==> config.mk <==
export PLATFORM = sky130hd
export DESIGN_NAME = an_np_mmd_regs_flat
export DESIGN_NICKNAME = d
export VERILOG_FILES = /design/src/an_np_mmd_pkg.sv /design/src/mgmt_if.sv /design/src/an_np_mmd_regs.sv /design/src/flat_wrapper.sv
export VERILOG_INCLUDE_DIRS = /design/src
export SDC_FILE = /design/constraint.sdc
export NUM_CORES = 1
export LEC_CHECK = 0
export BUFFER_PORTS_ARGS = -buffer_cell sky130_fd_sc_hd__buf_2
export CAP_MARGIN = 0
export CORE_MARGIN = 8
export CORE_UTILIZATION = 25
export CTS_CLUSTER_SIZE = 25
export DETAILED_ROUTE_END_ITERATION = 16
export PLACE_DENSITY_LB_ADDON = 0.2
export SKIP_LAST_GASP = 1
export SYNTH_ARGS = -nofsm -noshare
export SYNTH_HDL_FRONTEND = slang
export SYNTH_SLANG_ARGS = --single-unit
==> constraint.sdc <==
create_clock -name i_clock -period 4.45 [get_ports i_clock]
set_input_delay 0.2225 -clock i_clock [delete_from_list [all_inputs] [get_ports i_clock]]
set_output_delay 0.2225 -clock i_clock [all_outputs]
set_load 0.1 [all_outputs]
==> src/an_np_mmd_map.svh <==
// Purpose: register offsets, field positions and reset values
// Assumes: 16-bit management registers, 5-bit register index
// Notes:   definitions only
`ifndef AN_NP_MMD_MAP_SVH
`define AN_NP_MMD_MAP_SVH
// ****************************************************************
// offsets
// ****************************************************************
`define REG_AN_EXPANSION   5'h06
`define REG_LOCAL_NP_TX    5'h07
`define REG_PARTNER_NP_RX  5'h08
`define REG_INDIRECT_CTRL  5'h0D
`define REG_INDIRECT_DATA  5'h0E
// ****************************************************************
// fields
// ****************************************************************
`define EXP_PD_FAULT_BIT   4
`define EXP_LP_NP_BIT      3
`define EXP_NP_ABLE_BIT    2
`define EXP_PAGE_RX_BIT    1
`define EXP_LP_AN_BIT      0
`define NP_NEXT_BIT        15
`define NP_MSG_PAGE_BIT    13
`define NP_COMPLY_BIT      12
`define NP_TOGGLE_BIT      11
`define NP_ACK_BIT         14
`define CTRL_OP_HI         15
`define CTRL_OP_LO         14
`define CTRL_DEV_HI        4
`define CTRL_DEV_LO        0
// ****************************************************************
// reset values
// ****************************************************************
`define NP_TX_RESET        16'h2001
`define CTRL_RESET         16'h0000
`define INDIRECT_RESET     16'h0000
`define NP_ABLE_RESET      1'b1
`endif

==> src/an_np_mmd_pkg.sv <==
// Purpose: shared types for the next-page and indirect access block
// Assumes: nothing
// Notes:   offsets live in the map header
package an_np_mmd_pkg;
  typedef enum logic [1:0] {
    OP_ADDRESS     = 2'b00,
    OP_DATA_NOINC  = 2'b01,
    OP_DATA_INC_RW = 2'b10,
    OP_DATA_INC_WR = 2'b11
  } mmd_op_e;
  typedef logic [15:0] word_t;
endpackage

==> src/mgmt_if.sv <==
// Purpose: management register port between controller and transceiver
// Assumes: one clock, synchronous accesses
// Notes:   read data valid one cycle after the read strobe
`timescale 1ns/1ps
interface mgmt_if;
  logic        wr;
  logic        rd;
  logic [4:0]  addr;
  logic [15:0] wdata;
  logic [15:0] rdata;
  modport device (input wr, input rd, input addr, input wdata, output rdata);
  modport station (output wr, output rd, output addr, output wdata, input rdata);
endinterface

==> src/an_np_mmd_regs.sv <==
// Purpose: expansion, next-page and indirect access registers
// Assumes: management accesses are one-cycle strobes
// Notes:   indirect space reached through an external port
//
// Added by the designer: strobed register access.
`timescale 1ns/1ps
`include "an_np_mmd_map.svh"
module an_np_mmd_regs
  import an_np_mmd_pkg::*;
(
  // clock and reset
  input  wire logic        i_clock,
  input  wire logic        i_rst_n,
  // management port
  mgmt_if.device           mgmt,
  // autoneg status from the negotiation engine
  input  wire logic        i_pd_fault,
  input  wire logic        i_partner_np_able,
  input  wire logic        i_local_np_able,
  input  wire logic        i_page_received,
  input  wire logic        i_partner_an_able,
  input  wire logic        i_tx_toggle,
  input  wire logic [15:0] i_partner_page,
  // next page to transmit
  output logic      [15:0] o_tx_page,
  // indirect device space
  output logic      [4:0]  o_mmd_dev,
  output logic      [15:0] o_mmd_addr,
  output logic      [15:0] o_mmd_wdata,
  output logic             o_mmd_wr,
  output logic             o_mmd_rd,
  input  wire logic [15:0] i_mmd_rdata
);
  logic        pd_fault;
  logic        page_rx;
  logic [15:0] np_tx;
  logic        prev_toggle;
  logic [15:0] ctrl;
  logic [15:0] mmd_addr;
  logic [15:0] rdata;
  mmd_op_e     op;
  logic        data_wr;
  logic        data_rd;
  logic        bump;

  function automatic logic hit(input logic [4:0] a, input logic [4:0] r);
    return a == r;
  endfunction

  assign op      = mmd_op_e'(ctrl[`CTRL_OP_HI:`CTRL_OP_LO]);
  assign data_wr = mgmt.wr && hit(mgmt.addr, `REG_INDIRECT_DATA) && op != OP_ADDRESS;
  assign data_rd = mgmt.rd && hit(mgmt.addr, `REG_INDIRECT_DATA) && op != OP_ADDRESS;
  always_comb begin
    unique case (op)
      OP_ADDRESS:     bump = 1'b0;
      OP_DATA_NOINC:  bump = 1'b0;
      OP_DATA_INC_RW: bump = data_wr || data_rd;
      OP_DATA_INC_WR: bump = data_wr;
    endcase
  end

  // ****************************************************************
  // latched expansion status
  // ****************************************************************
  always_ff @(posedge i_clock) begin
    if (!i_rst_n) begin
      pd_fault <= 1'b0;
      page_rx  <= 1'b0;
    end else begin
      // set wins over the clear-on-read
      if (i_pd_fault)
        pd_fault <= 1'b1;
      else if (mgmt.rd && hit(mgmt.addr, `REG_AN_EXPANSION))
        pd_fault <= 1'b0;
      if (i_page_received)
        page_rx <= 1'b1;
      else if (mgmt.rd && hit(mgmt.addr, `REG_AN_EXPANSION))
        page_rx <= 1'b0;
    end
  end

  // ****************************************************************
  // local next page
  // ****************************************************************
  always_ff @(posedge i_clock) begin
    if (!i_rst_n) begin
      np_tx <= `NP_TX_RESET;
    end else if (mgmt.wr && hit(mgmt.addr, `REG_LOCAL_NP_TX)) begin
      // reserved 7.14 and toggle 7.11 not writable
      np_tx <= mgmt.wdata & 16'hB7FF;
    end
  end

  always_ff @(posedge i_clock) begin
    if (!i_rst_n)
      prev_toggle <= 1'b0;
    else
      prev_toggle <= i_tx_toggle;
  end

  always_comb begin
    o_tx_page = np_tx;
    o_tx_page[`NP_TOGGLE_BIT] = prev_toggle;
  end

  // ****************************************************************
  // indirect access
  // ****************************************************************
  always_ff @(posedge i_clock) begin
    if (!i_rst_n) begin
      ctrl <= `CTRL_RESET;
    end else if (mgmt.wr && hit(mgmt.addr, `REG_INDIRECT_CTRL)) begin
      ctrl <= mgmt.wdata;
    end
  end

  always_ff @(posedge i_clock) begin
    if (!i_rst_n)
      mmd_addr <= `INDIRECT_RESET;
    else if (mgmt.wr && hit(mgmt.addr, `REG_INDIRECT_DATA) && op == OP_ADDRESS)
      mmd_addr <= mgmt.wdata;
    else if (bump)
      mmd_addr <= mmd_addr + 16'h0001;
  end

  assign o_mmd_dev   = ctrl[`CTRL_DEV_HI:`CTRL_DEV_LO];
  assign o_mmd_addr  = mmd_addr;
  assign o_mmd_wdata = mgmt.wdata;
  assign o_mmd_wr    = data_wr;
  assign o_mmd_rd    = data_rd;

  // ****************************************************************
  // read data
  // ****************************************************************
  always_ff @(posedge i_clock) begin
    if (!i_rst_n) begin
      rdata <= 16'h0000;
    end else if (mgmt.rd) begin
      unique case (mgmt.addr)
        `REG_AN_EXPANSION: begin
          rdata <= {11'h000, pd_fault | i_pd_fault, i_partner_np_able,
                    i_local_np_able, page_rx | i_page_received,
                    i_partner_an_able};
        end
        `REG_LOCAL_NP_TX:   rdata <= o_tx_page;
        `REG_PARTNER_NP_RX: begin
          rdata <= {i_partner_page[15:12], ~prev_toggle,
                    i_partner_page[10:0]};
        end
        `REG_INDIRECT_CTRL: rdata <= ctrl;
        `REG_INDIRECT_DATA: rdata <= (op == OP_ADDRESS) ? mmd_addr : i_mmd_rdata;
        default:            rdata <= 16'h0000;
      endcase
    end
  end
  assign mgmt.rdata = rdata;
endmodule

==> src/flat_wrapper.sv <==
// flat-port wrapper written by rule: the top's interface ports become plain ports
module an_np_mmd_regs_flat import an_np_mmd_pkg::*;
  (i_clock, i_rst_n, i_pd_fault, i_partner_np_able, i_local_np_able, i_page_received, i_partner_an_able, i_tx_toggle, i_partner_page, o_tx_page, o_mmd_dev, o_mmd_addr, o_mmd_wdata, o_mmd_wr, o_mmd_rd, i_mmd_rdata, mgmt_wr, mgmt_rd, mgmt_addr, mgmt_wdata, mgmt_rdata);
  mgmt_if mgmt_i ();
  input  wire logic i_clock;
  input  wire logic i_rst_n;
  input  wire logic i_pd_fault;
  input  wire logic i_partner_np_able;
  input  wire logic i_local_np_able;
  input  wire logic i_page_received;
  input  wire logic i_partner_an_able;
  input  wire logic i_tx_toggle;
  input  wire logic [15:0] i_partner_page;
  output logic      [15:0] o_tx_page;
  output logic      [4:0] o_mmd_dev;
  output logic      [15:0] o_mmd_addr;
  output logic      [15:0] o_mmd_wdata;
  output logic o_mmd_wr;
  output logic o_mmd_rd;
  input  wire logic [15:0] i_mmd_rdata;
  input wire logic [$bits(mgmt_i.wr)-1:0] mgmt_wr;
  input wire logic [$bits(mgmt_i.rd)-1:0] mgmt_rd;
  input wire logic [$bits(mgmt_i.addr)-1:0] mgmt_addr;
  input wire logic [$bits(mgmt_i.wdata)-1:0] mgmt_wdata;
  output wire logic [$bits(mgmt_i.rdata)-1:0] mgmt_rdata;
  assign mgmt_i.wr = mgmt_wr;
  assign mgmt_i.rd = mgmt_rd;
  assign mgmt_i.addr = mgmt_addr;
  assign mgmt_i.wdata = mgmt_wdata;
  assign mgmt_rdata = mgmt_i.rdata;
  an_np_mmd_regs u_core (.i_clock(i_clock), .i_rst_n(i_rst_n), .mgmt(mgmt_i), .i_pd_fault(i_pd_fault), .i_partner_np_able(i_partner_np_able), .i_local_np_able(i_local_np_able), .i_page_received(i_page_received), .i_partner_an_able(i_partner_an_able), .i_tx_toggle(i_tx_toggle), .i_partner_page(i_partner_page), .o_tx_page(o_tx_page), .o_mmd_dev(o_mmd_dev), .o_mmd_addr(o_mmd_addr), .o_mmd_wdata(o_mmd_wdata), .o_mmd_wr(o_mmd_wr), .o_mmd_rd(o_mmd_rd), .i_mmd_rdata(i_mmd_rdata));
endmodule
== Word-level counts from Yosys, hierarchy flattened ==
Index checks and enable logic that the tools add are counted.
Word-level totals
  input bits: 63
  register bits: 65
  output and inout port bits: 71
  logic and storage cells: 42
Cells by class
  reductions and logical operators: 15
  $add $sub $neg: 1
  bitwise logic cells: 3
  mux-type cells: 8
  equal/unequal tests: 8
Operators by type and width (count)
  one-hot mux 16 bit (5 select lines): 1
  two-way mux 16 bit: 3
  adder 16 x 1 -> 16 bit, second input constant: 1
  == test 5 x 4 -> 1 bit, second input constant: 3
  == test 5 x 3 -> 1 bit, second input constant: 2
  logical AND 1 bit: 8
  nonzero test 2 bit: 4
  == test 2 bit, second input constant: 2
  two-way mux 1 bit: 3
  one-hot mux 1 bit (3 select lines): 1
  == test 2 x 1 -> 1 bit, second input constant: 1
  zero test 2 bit: 1
  bitwise OR 1 bit: 2
  OR reduction 2 bit: 1
  logical OR 1 bit: 1
  NOT 1 bit: 1

== Depth between registers and ports, before layout ==
Gate-level depths: netlist of the first run.
  word-level depth: 7
  mapped depth: 7
  mapped depth without buffers: 6

== Least setup slack after synthesis of the first run ==
No wires, ideal clock.
  path kind: reg2reg
  from: reg u_core.mmd_addr[1] (netlist: u_core.o_mmd_addr[1])
  to: reg u_core.mmd_addr[10] (netlist: u_core.o_mmd_addr[10])
  path buffers: 0
  stages on the path, launching flop included: 6
  slack: 2.081 ns
  arrival: 2.265 ns
  period minus slack after synthesis: 2.369 ns
  setup time: 0.104 ns
  required time: 4.346 ns
  cell sequence: dfxtp_1 ha_1 nand2_1 nor3_1 a211oi_1 a2111oi_2
Between the ends
  cells in the longest elaborated chain, start to end: 3
Ends and longest elaborated chain
  start: declaration: RTL line an_np_mmd_regs.sv:39  | logic [15:0] mmd_addr;
  start signal: assignment: RTL line an_np_mmd_regs.sv:119  | mmd_addr <= `INDIRECT_RESET;
  start signal: assignment: RTL line an_np_mmd_regs.sv:121  | mmd_addr <= mgmt.wdata;
  start signal: assignment: RTL line an_np_mmd_regs.sv:123  | mmd_addr <= mmd_addr + 16'h0001;
  adder 16 x 1 -> 16 bit: RTL line an_np_mmd_regs.sv:123
  two-way mux 16 bit: RTL line an_np_mmd_regs.sv:122  | else if (bump)
  two-way mux 16 bit: RTL line an_np_mmd_regs.sv:120  | else if (mgmt.wr && hit(mgmt.addr, `REG_INDIRECT_DATA) && op == OP_ADDRESS)
No other way between the ends. The select of a mux whose other input is x is not followed.
A chain may end at the register's enable or synchronous reset.

== Worst setup path after layout of the first run ==
  from: reg u_core.ctrl[15]
  to: out o_mmd_wr
Between the ends
  cells in the longest elaborated chain, start to end: 2
Ends and longest elaborated chain
  start: declaration: RTL line an_np_mmd_regs.sv:38  | logic [15:0] ctrl;
  start signal: assignment: RTL line an_np_mmd_regs.sv:111  | ctrl <= `CTRL_RESET;
  start signal: assignment: RTL line an_np_mmd_regs.sv:113  | ctrl <= mgmt.wdata;
  nonzero test 2 bit: RTL line an_np_mmd_regs.sv:51  | assign data_wr = mgmt.wr && hit(mgmt.addr, `REG_INDIRECT_DATA) && op != OP_ADDRESS;
  logical AND 1 bit: RTL line an_np_mmd_regs.sv:51
  end: declaration: RTL line flat_wrapper.sv:18  | output logic o_mmd_wr;
No other way between the ends.

==> reports/qor.csv, run 1 <==
metric;value;unit
Final Cycle Share;0.5511;
crit path time final;2.453;ns
Final Hold Viols;0;
Hold WS;0.1085;ns
top post-synthesis cells by area;dfxtp_1 35%, nand2_1 10%, a21oi_1 8.8%, buf_4 5.7%, o21ai_0 3.9%;
antenna violations before repair;0;
final setup fails;0;
FP Rows;44;
post-detail-place hpwl;10060;microns
Slew HR;0.2861;
Initial Util;0.2550;
total grt overflow;0;
Max Slew Vio Count;0;
EDFF count, synth;0;
Yosys top cell by area;dfxtp_1;
vias in the first global route;3714;
Peak Freq;407.7;MHz
Syn Inst Count;465;
hold_buf cts;0;
Tot GR Track Use;0.1478;
core area;0.01448;sq mm
number of fill cells;1577;
clock tree sinks;65;
drt drc;0;
multi-input logic area;0.002029;sq mm
area delta synth->final;23.55;%
Slew @ Worst Pin;1.071;ns
WL final;14190;microns
DP Area;0.004247;sq mm
DRT Pass-1 Iters;4;
cts bufs inserted;9;
most frequent cell after synthesis;nand2_1;
placed cell count;729;
prevailing post-synth register cell;dfxtp_1;
clock tree buffer depth;2;
Vias/cell;5.048;
cell area after synthesis;0.003692;sq mm
clock latency on the worst-skew pair;0.33;ns
Yosys reg bits;65;
layout cells sized above 1;0.3107;
Die W;137.5;microns
cts repair resizes;0;
WS Path Type;reg2out;
ys async rst share;0;
DIE HEIGHT;137.5;microns
VDD IR max;0.1746;mV
Finished Layout Cells;744;
Post-layout nets;620;
fin area;0.004562;sq mm
Reg clk slew, reported paths;0.06;ns
Hold Path Class;in2reg;
synth cell count leaders;98 x nand2_1, 65 x a21oi_1, 65 x dfxtp_1, 29 x o21ai_0, 28 x buf_4;
routed vias;3756;
H-tree levels;3;
CP Max Fanout;18;
Unique masters post-synth;65;
Worst EP arrival;2.23;ns
number of max-cap violations;0;
Syn Nets;529;
ANT nets after route;0;
Critical Path Slowest Stage Cell;dfxtp_1;
unrepaired setup endpoints after global routing;no;
leak pwr;0.001723;uW
Setup crit end kind;output pin;
synth warn;0;
DRT iter0 DRCs;229;
TritonCTS clock tree;done;
Worst Skew;0.006254;ns
pin count of the biggest net entering global routing;43;
Power Dens Cells;353.8;mW/mm^2
n_diodes;0;
sequential standard cell area;0.001301;sq mm
worst path buffer plus inverter count;1;
clk root buf;clkbuf_16;
critical path required time;4.23;ns
post-CTS setup buffer count;0;
CP Launch Type;flop;
# IOs;134;
GP Congestion;0.7707;
Avg Cell Area, Syn;7.940;sq um
WL/cell;19.07;microns
worst stage delay on the critical path;0.68;ns
count of input and output buffers;131;
Die ar.;0.01891;sq mm
area share of the largest cell type after synthesis;0.3524;
TNS Setup;0;ns
outcome;finished, final reports clean;
ordered list of cells on the worst path;or2_2 > and3_1 > buf_2;
register area share after synthesis;0.3524;
first-pass GRT wire length;21120;microns
delay-heaviest family, CP;simple AND/OR/NAND/NOR gates;
## through the flow
step | utilization | worst slack, ns | total power (uW)
3_3_place_gp | 0.2933 | 1.892 | 876.1
2_1_floorplan | - | 2.081 | 816.4
3_5_place_dp | 0.2933 | 1.872 | 878.0
6_report | 0.3151 | 1.997 | 1614
5_1_grt | 0.3151 | 1.867 | 1671
4_1_cts | 0.3151 | 1.978 | 1634
## per-layer routing
metal,up-vias,global-route usage,part of all wire,wire [microns]
met4,0,0.03681,0.0095,135
met5,-,0,0,0
li1,1812,-,-,-
met3,13,0.04668,0.090,1277
met1,1752,0.1871,0.45,6329
met2,179,0.2377,0.45,6443
## path summary, 6_finish.rpt
path                            slack [ns]       startpoint                     to  depth (start not counted)
worst max-delay path                  2.00  u_core.ctrl[15]               o_mmd_wr                          3
worst max register to register        2.01  u_core.ctrl[15]  u_core.o_mmd_addr[13]                          5
worst min-delay path                  0.11      i_tx_toggle     u_core.prev_toggle                          2
worst min register to register        0.46   u_core.ctrl[9]         u_core.ctrl[9]                          2
## power by group
part | total [uW] | switching (uW) | internal (uW)
combinational | 262 | 208 | 53.7
clock | 750 | 259 | 491
sequential | 603 | 8.41 | 594
## placed cells by master (no fill, tap or decap), drive strengths merged, types with 3 or more instances in the layout
| cell type | instances |
|---|---|
| nor3b | 3 |
| and2 | 4 |
| buf | 134 |
| nand3 | 14 |
| a31oi | 12 |
| a22oi | 14 |
| nand3b | 4 |
| clkbuf | 13 |
| nor2b | 6 |
| nor2 | 16 |
| nand2 | 99 |
| a21oi | 65 |
| nor3 | 10 |
| nor4 | 6 |
| a21boi | 6 |
| xnor2 | 6 |
| and3 | 3 |
| mux2 | 4 |
| mux2i | 4 |
| dfxtp | 65 |
| a221oi | 4 |
| o21ai | 32 |
## area by class of cell
type,count,share of cell area
clock buffer,13,0.06144
clock inverter,2,0.007680
inverter,2,0.001646
multi-input combinational,344,0.4449
sequential,65,0.2852
tap,184,0.05047
timing repair buffer,134,0.1487
## logic make-up (layout without fill, tap and decap cells)
kind of cell	Yosys count	in the layout	synth area share
xor gates and xnor gates	6	6	0.01423
muxes	8	8	0.02304
AOI/OAI and AO/OA	150	150	0.2514
other	1	1	0.001016
DFF	65	65	0.3524
buffers and inverters	56	151	0.09793
and+or+nand+nor	178	178	0.2565
adders and majority gates	1	1	0.003388
## state kept, by name, indices dropped and copies added (netlist names)
register and count:
u_core.page_rx 1, u_core.np_tx 14, u_core.prev_toggle 1, u_core.ctrl 16, u_core.o_mmd_addr 16, u_core.mgmt.rdata 16, u_core.pd_fault 1
Power figures use the tool's default switching activity.
==> run 2: changes to the inputs <==
Clock period 4.45 ns to 2 ns, I/O delays scaled along.
==> reports/qor.csv, run 2 (synthesized netlist as in run 1, its figures left out) <==
metric;value;unit;change
Die W;137.5;microns;unchanged
Post-layout nets;641;;+3.4%
unrepaired setup endpoints after global routing;no;;
DIE HEIGHT;137.5;microns;unchanged
final setup fails;0;;unchanged
clock latency on the worst-skew pair;0.33;ns;about the same
clock tree sinks;65;;unchanged
count of input and output buffers;131;;unchanged
VDD IR max;0.4636;mV;+170%
DRT iter0 DRCs;193;;-16%
DRT Pass-1 Iters;4;;unchanged
placed cell count;749;;+2.7%
layout cells sized above 1;0.3528;;+0.04213
# IOs;134;;unchanged
Final Cycle Share;0.9487;;
Finished Layout Cells;765;;+2.8%
crit path time final;1.897;ns;
worst stage delay on the critical path;0.66;ns;-0.02 ns
Hold Path Class;in2reg;;
Max Slew Vio Count;0;;unchanged
routed vias;3770;;+0.37%
worst path buffer plus inverter count;1;;unchanged
Setup crit end kind;output pin;;
TNS Setup;0;ns;unchanged
total grt overflow;0;;unchanged
Initial Util;0.2550;;unchanged
first-pass GRT wire length;21700;microns;+2.7%
area delta synth->final;28.94;%;
cts bufs inserted;9;;unchanged
Reg clk slew, reported paths;0.05;ns;about the same
drt drc;0;;unchanged
outcome;finished, final reports clean;;
vias in the first global route;4042;;+8.8%
core area;0.01448;sq mm;unchanged
post-CTS setup buffer count;0;;unchanged
Vias/cell;4.928;;-2.4%
most frequent cells in the layout;129 x buf_2, 98 x nand2_1, 65 x a21oi_1, 53 x dfxtp_1, 29 x o21ai_0;;
Peak Freq;527.0;MHz;
pin count of the biggest net entering global routing;42;;-2.3%
WL/cell;18.53;microns;-2.8%
Critical Path Slowest Stage Cell;dfxtp_1;;
leak pwr;0.001831;uW;+6.3%
clk root buf;clkbuf_16;;
Power Dens Cells;740.6;mW/mm^2;+110%
Die ar.;0.01891;sq mm;unchanged
Worst EP arrival;1.80;ns;-0.43 ns
clock tree buffer depth;2;;unchanged
CP Launch Type;flop;;
H-tree levels;3;;unchanged
delay-heaviest family, CP;flip-flops;;
CP Max Fanout;13;;-5
most common cell after layout, fill and taps aside;buf_2;;
total chip power;3526;uW;+120%
Slew @ Worst Pin;0.6167;ns;-0.4542 ns
WS Path Type;reg2out;;
number of max-cap violations;0;;unchanged
Tot GR Track Use;0.1494;;+0.001660
Final Hold Viols;0;;unchanged
Worst Skew;0.003249;ns;-0.003005 ns
post-detail-place hpwl;10590;microns;+5.2%
antenna violations before repair;0;;unchanged
WL final;14180;microns;about the same
ANT nets after route;0;;unchanged
FP Rows;44;;unchanged
ordered list of cells on the worst path;or2_2 > and3_1 > buf_12;;
n_diodes;0;;unchanged
Slew HR;0.5873;;+0.3013
TritonCTS clock tree;done;;
critical path required time;1.90;ns;-2.33 ns
GP Congestion;0.8076;;+4.8%
-- run 2: cell types whose count changed in the layout (fill, tap and decap cells not counted) --
cell and delta:
buf_2 -2, clkinv_2 +1, buf_12 +3, dfxtp_2 +12, buf_4 +19, clkbuf_8 -2
dfxtp_1 -12, clkbuf_1 +1, dlygate4sd3_1 +1
-- run 2: final timing paths --
| path | end | depth (start not counted) | start | slack, ns |
|---|---|---|---|---|
| setup reg to reg | u_core.o_mmd_addr[8] | 4 | u_core.ctrl[15] | 0.12 |
| hold / removal | u_core.page_rx | 3 | i_page_received | 0.02 |
| hold reg to reg | u_core.ctrl[9] | 2 | u_core.ctrl[9] | 0.46 |
| setup / recovery | o_mmd_wr | 3 | u_core.ctrl[15] | 0.10 |
-- run 2: layer usage --
| metal | part of all wire | routed length [microns] | vias up | GRT usage |
|---|---|---|---|---|
| met5 | 0 | 0 | - | 0 |
| met4 | 0.010 | 146 | 0 | 0.03862 |
| met3 | 0.067 | 957 | 12 | 0.04340 |
| met2 | 0.47 | 6627 | 126 | 0.2455 |
| met1 | 0.45 | 6447 | 1777 | 0.1868 |
| li1 | - | - | 1855 | - |
-- run 2: stage by stage --
stage | utilization | area [sq um] | worst slack, ns | hold slack (ns)
after floorplan | - | 3707 | 0.003103 | 0.2240
after global placement | 0.3076 | 4454 | 0.1898 | 0.3115
after detailed placement | 0.3076 | 4454 | 0.1521 | 0.3141
after CTS | 0.3288 | 4761 | 0.1055 | 0.01372
after global routing | 0.3288 | 4761 | 0.006372 | 0.02660
final | 0.3288 | 4761 | 0.1025 | 0.02275
-- run 2: worst reg2reg max path: stages (launching register included) --
cell and delay, ns:
dfxtp_1 0.47, or2_2 0.47, or3_1 0.52, o21ai_0 0.23, nor3_1 0.07
-- run 2: layout make-up --
type / instances / area, sq um
fillers: 1571 / 9718
multi-input cells: 344 / 2029
flip-flops and latches: 65 / 1316
repair buffers: 155 / 880.8
clock buffers: 12 / 256.5
well taps: 184 / 230.2
clock inverters: 3 / 40.04
inverters: 2 / 7.507
-- run 2: where the power goes --
group          leakage (uW)  internal (uW)  total [uW]  switching, uW
clock network      0.000148           1020        1590            567
registers          0.000534           1320        1340           18.2
logic               0.00115            130         596            466
total               0.00183           2480        3530           1050
-- run 2: what timing repair did --
action / CTS / global route
endpoints found under the setup margin: 0 / 0
gates resized for setup: 0 / 0
hold buffers: 1 / 0
hold endpoints to repair: 1 / 0
==> run 3: changes to the inputs <==
Settings changed: ABC_AREA set to 1.
Clock period 2 ns to 2.2 ns, I/O delays scaled along.
==> reports/qor.csv, run 3 <==
metric;value;unit;change
outcome;finished, final reports clean;;
CP Launch Type;flop;;
Max Slew Vio Count;0;;unchanged
core area;0.01442;sq mm;-0.38%
ANT nets after route;0;;unchanged
Worst Skew;0.007382;ns;+0.004132 ns
placed cell count;851;;+14%
Final Hold Viols;0;;unchanged
CP Max Fanout;27;;+14
ordered list of cells on the worst path;nor2_4 > nand4_2 > buf_4 > clkinv_1 > nand2_1 > o21ai_0 > nor2_1 > nor2_1;;
ys async rst share;0;;unchanged
unrepaired setup endpoints after global routing;no;;
most frequent cells in the layout;131 x buf_2, 129 x nand2_1, 77 x o21ai_0, 64 x a21oi_1, 63 x dfxtp_1;;
first-pass GRT wire length;21440;microns;-1.2%
total chip power;3252;uW;-7.8%
Net Switching;975.6;uW;-7.2%
pin count of the biggest net entering global routing;48;;+14%
count of input and output buffers;131;;unchanged
Peak Freq;564.8;MHz;
TritonCTS clock tree;done;;
synth cell count leaders;129 x nand2_1, 77 x o21ai_0, 65 x dfxtp_1, 64 x a21oi_1, 60 x inv_1;;
DIE HEIGHT;137.0;microns;-0.39%
final setup fails;0;;unchanged
Power Internal;2276;uW;-8.0%
clock latency on the worst-skew pair;0.34;ns;about the same
fin area;0.004691;sq mm;-1.5%
Clk pwr share;0.462;;+0.011
layout cells sized above 1;0.2569;;-0.09591
clk root buf;clkbuf_16;;
combinational share of power;0.163;;-0.006
leak pwr;0.002141;uW;+17%
Yosys reg bits;65;;unchanged
antenna violations before repair;0;;unchanged
Final Cycle Share;0.8048;;
vias in the first global route;3917;;-3.1%
worst stage delay on the critical path;0.44;ns;-0.22 ns
clock tree buffer depth;2;;unchanged
routed vias;3954;;+4.9%
crit path time final;1.771;ns;
Post-layout nets;744;;+16%
cts bufs inserted;9;;unchanged
Syn Inst Count;573;;+23%
EDFF count, synth;0;;unchanged
worst path buffer plus inverter count;2;;+1
H-tree levels;3;;unchanged
Initial Util;0.2537;;-0.001282
Critical Path Slowest Stage Cell;dfxtp_1;;
FP Rows;44;;unchanged
Avg Cell Area, Syn;6.387;sq um;-20%
prevailing post-synth register cell;dfxtp_1;;
DP Area;0.004357;sq mm;-2.2%
DRT Pass-1 Iters;4;;unchanged
cell area after synthesis;0.003660;sq mm;-0.88%
Vias/cell;4.550;;-7.7%
Tot GR Track Use;0.1509;;+0.001467
Worst EP arrival;2.00;ns;+0.20 ns
DRT iter0 DRCs;252;;+31%
Unique masters post-synth;34;;-48%
switching share of power;0.3000;;+0.001980
synth warn;0;;unchanged
area share of the largest cell type after synthesis;0.3556;;+0.003133
number of max-cap violations;0;;unchanged
post-CTS setup buffer count;0;;unchanged
register area share after synthesis;0.3556;;+0.003133
VDD IR max;0.3601;mV;-22%
most common cell after layout, fill and taps aside;buf_2;;
Slew HR;0.5385;;-0.04884
Flop pwr share;0.374;;-0.006
total grt overflow;0;;unchanged
critical path required time;2.43;ns;+0.53 ns
Syn Nets;637;;+20%
clock tree sinks;65;;unchanged
drt drc;0;;unchanged
top post-synthesis cells by area;dfxtp_1 36%, nand2_1 13%, o21ai_0 11%, a21oi_1 8.8%, inv_1 6.2%;;
number of fill cells;1630;;+3.8%
n_diodes;0;;unchanged
CP dominant cell by count;nor2_1;;
GP Congestion;0.8272;;+2.4%
Finished Layout Cells;869;;+14%
delay-heaviest family, CP;buffers and inverters;;
post-detail-place hpwl;10970;microns;+3.7%
WL final;14170;microns;about the same
Power Dens Cells;693.2;mW/mm^2;-6.4%
Yosys top cell by area;dfxtp_1;;
WL/cell;16.30;microns;-12%
area delta synth->final;28.17;%;
TNS Setup;0;ns;unchanged
Hold Path Class;in2reg;;
Die W;137.0;microns;-0.39%
# IOs;134;;unchanged
Slew @ Worst Pin;0.6880;ns;+0.07129 ns
Reg clk slew, reported paths;0.06;ns;about the same
most frequent cell after synthesis;nand2_1;;
WS Path Type;reg2reg;;
Setup crit end kind;flop;;
Die ar.;0.01877;sq mm;-0.78%
-- run 3: area by class of cell --
class                           count  area (sq um)  share of cell area
Sequential cell                    65          1304              0.2779
Timing Repair Buffer              145         765.7              0.1632
Clock buffer                       14         274.0             0.05842
Inverter                           68         256.5             0.05468
Multi-Input combinational cell    391          1826              0.3892
Clock inverter                      2         35.03            0.007469
Tap cell                          184         230.2             0.04908
-- run 3: logic make-up (layout without fill, tap and decap cells) --
group                    after synthesis  in the layout  synth area share
buffers and inverters                117            229            0.1484
adder cells (fa/ha/maj)                1              1          0.003418
other                                  1              1          0.001025
XOR/XNOR                               2              2          0.004787
AND/OR/NAND/NOR                      232            232            0.2680
flip-flops                            65             65            0.3556
AO/OA/AOI/OAI                        155            155            0.2188
-- run 3: path summary, 6_finish.rpt --
path,start,to,slack (ns),cells after the start
hold / removal,i_page_received,u_core.page_rx,0.01,3
setup / recovery,u_core.ctrl[15],u_core.o_mmd_addr[4],0.43,8
setup reg to reg,u_core.ctrl[15],u_core.o_mmd_addr[4],0.43,8
hold reg to reg,u_core.ctrl[5],u_core.ctrl[5],0.45,2
-- run 3: power groups by stage --
stage / registers [uW] / clock network, uW / logic (uW)
after floorplan: 1370 / 0 / 264
after global placement: 1240 / 0 / 530
after detailed placement: 1240 / 0 / 531
after CTS: 1220 / 1550 / 536
after global routing: 1220 / 1580 / 562
final: 1220 / 1500 / 531
-- run 3: worst reg2reg max path: stages (launching register included) --
cell      delay (ns)
dfxtp_1         0.44
nor2_4          0.12
nand4_2         0.12
buf_4           0.29
clkinv_1        0.33
nand2_1         0.14
o21ai_0         0.09
nor2_1          0.09
nor2_1          0.05
-- run 3: layer usage --
metal / share of wire / global-route usage
met5: 0 / 0
met1: 0.45 / 0.1948
met2: 0.46 / 0.2385
met4: 0.016 / 0.05673
met3: 0.081 / 0.03524
-- run 3: timing repair --
item	CTS	global route
resized for setup	0	1
hold buffers	2	0
hold endpoints to repair	2	0
setup endpoints to repair	0	3
-- run 3: stage by stage --
step	util	worst slack (ns)	hold slack (ns)
2_1_floorplan	-	0.05743	0.2076
3_3_place_gp	0.3020	0.2748	0.2936
3_5_place_dp	0.3020	0.2267	0.3004
4_1_cts	0.3249	0.2219	0.0007609
5_1_grt	0.3252	0.2676	0.02397
6_report	0.3252	0.4295	0.009640
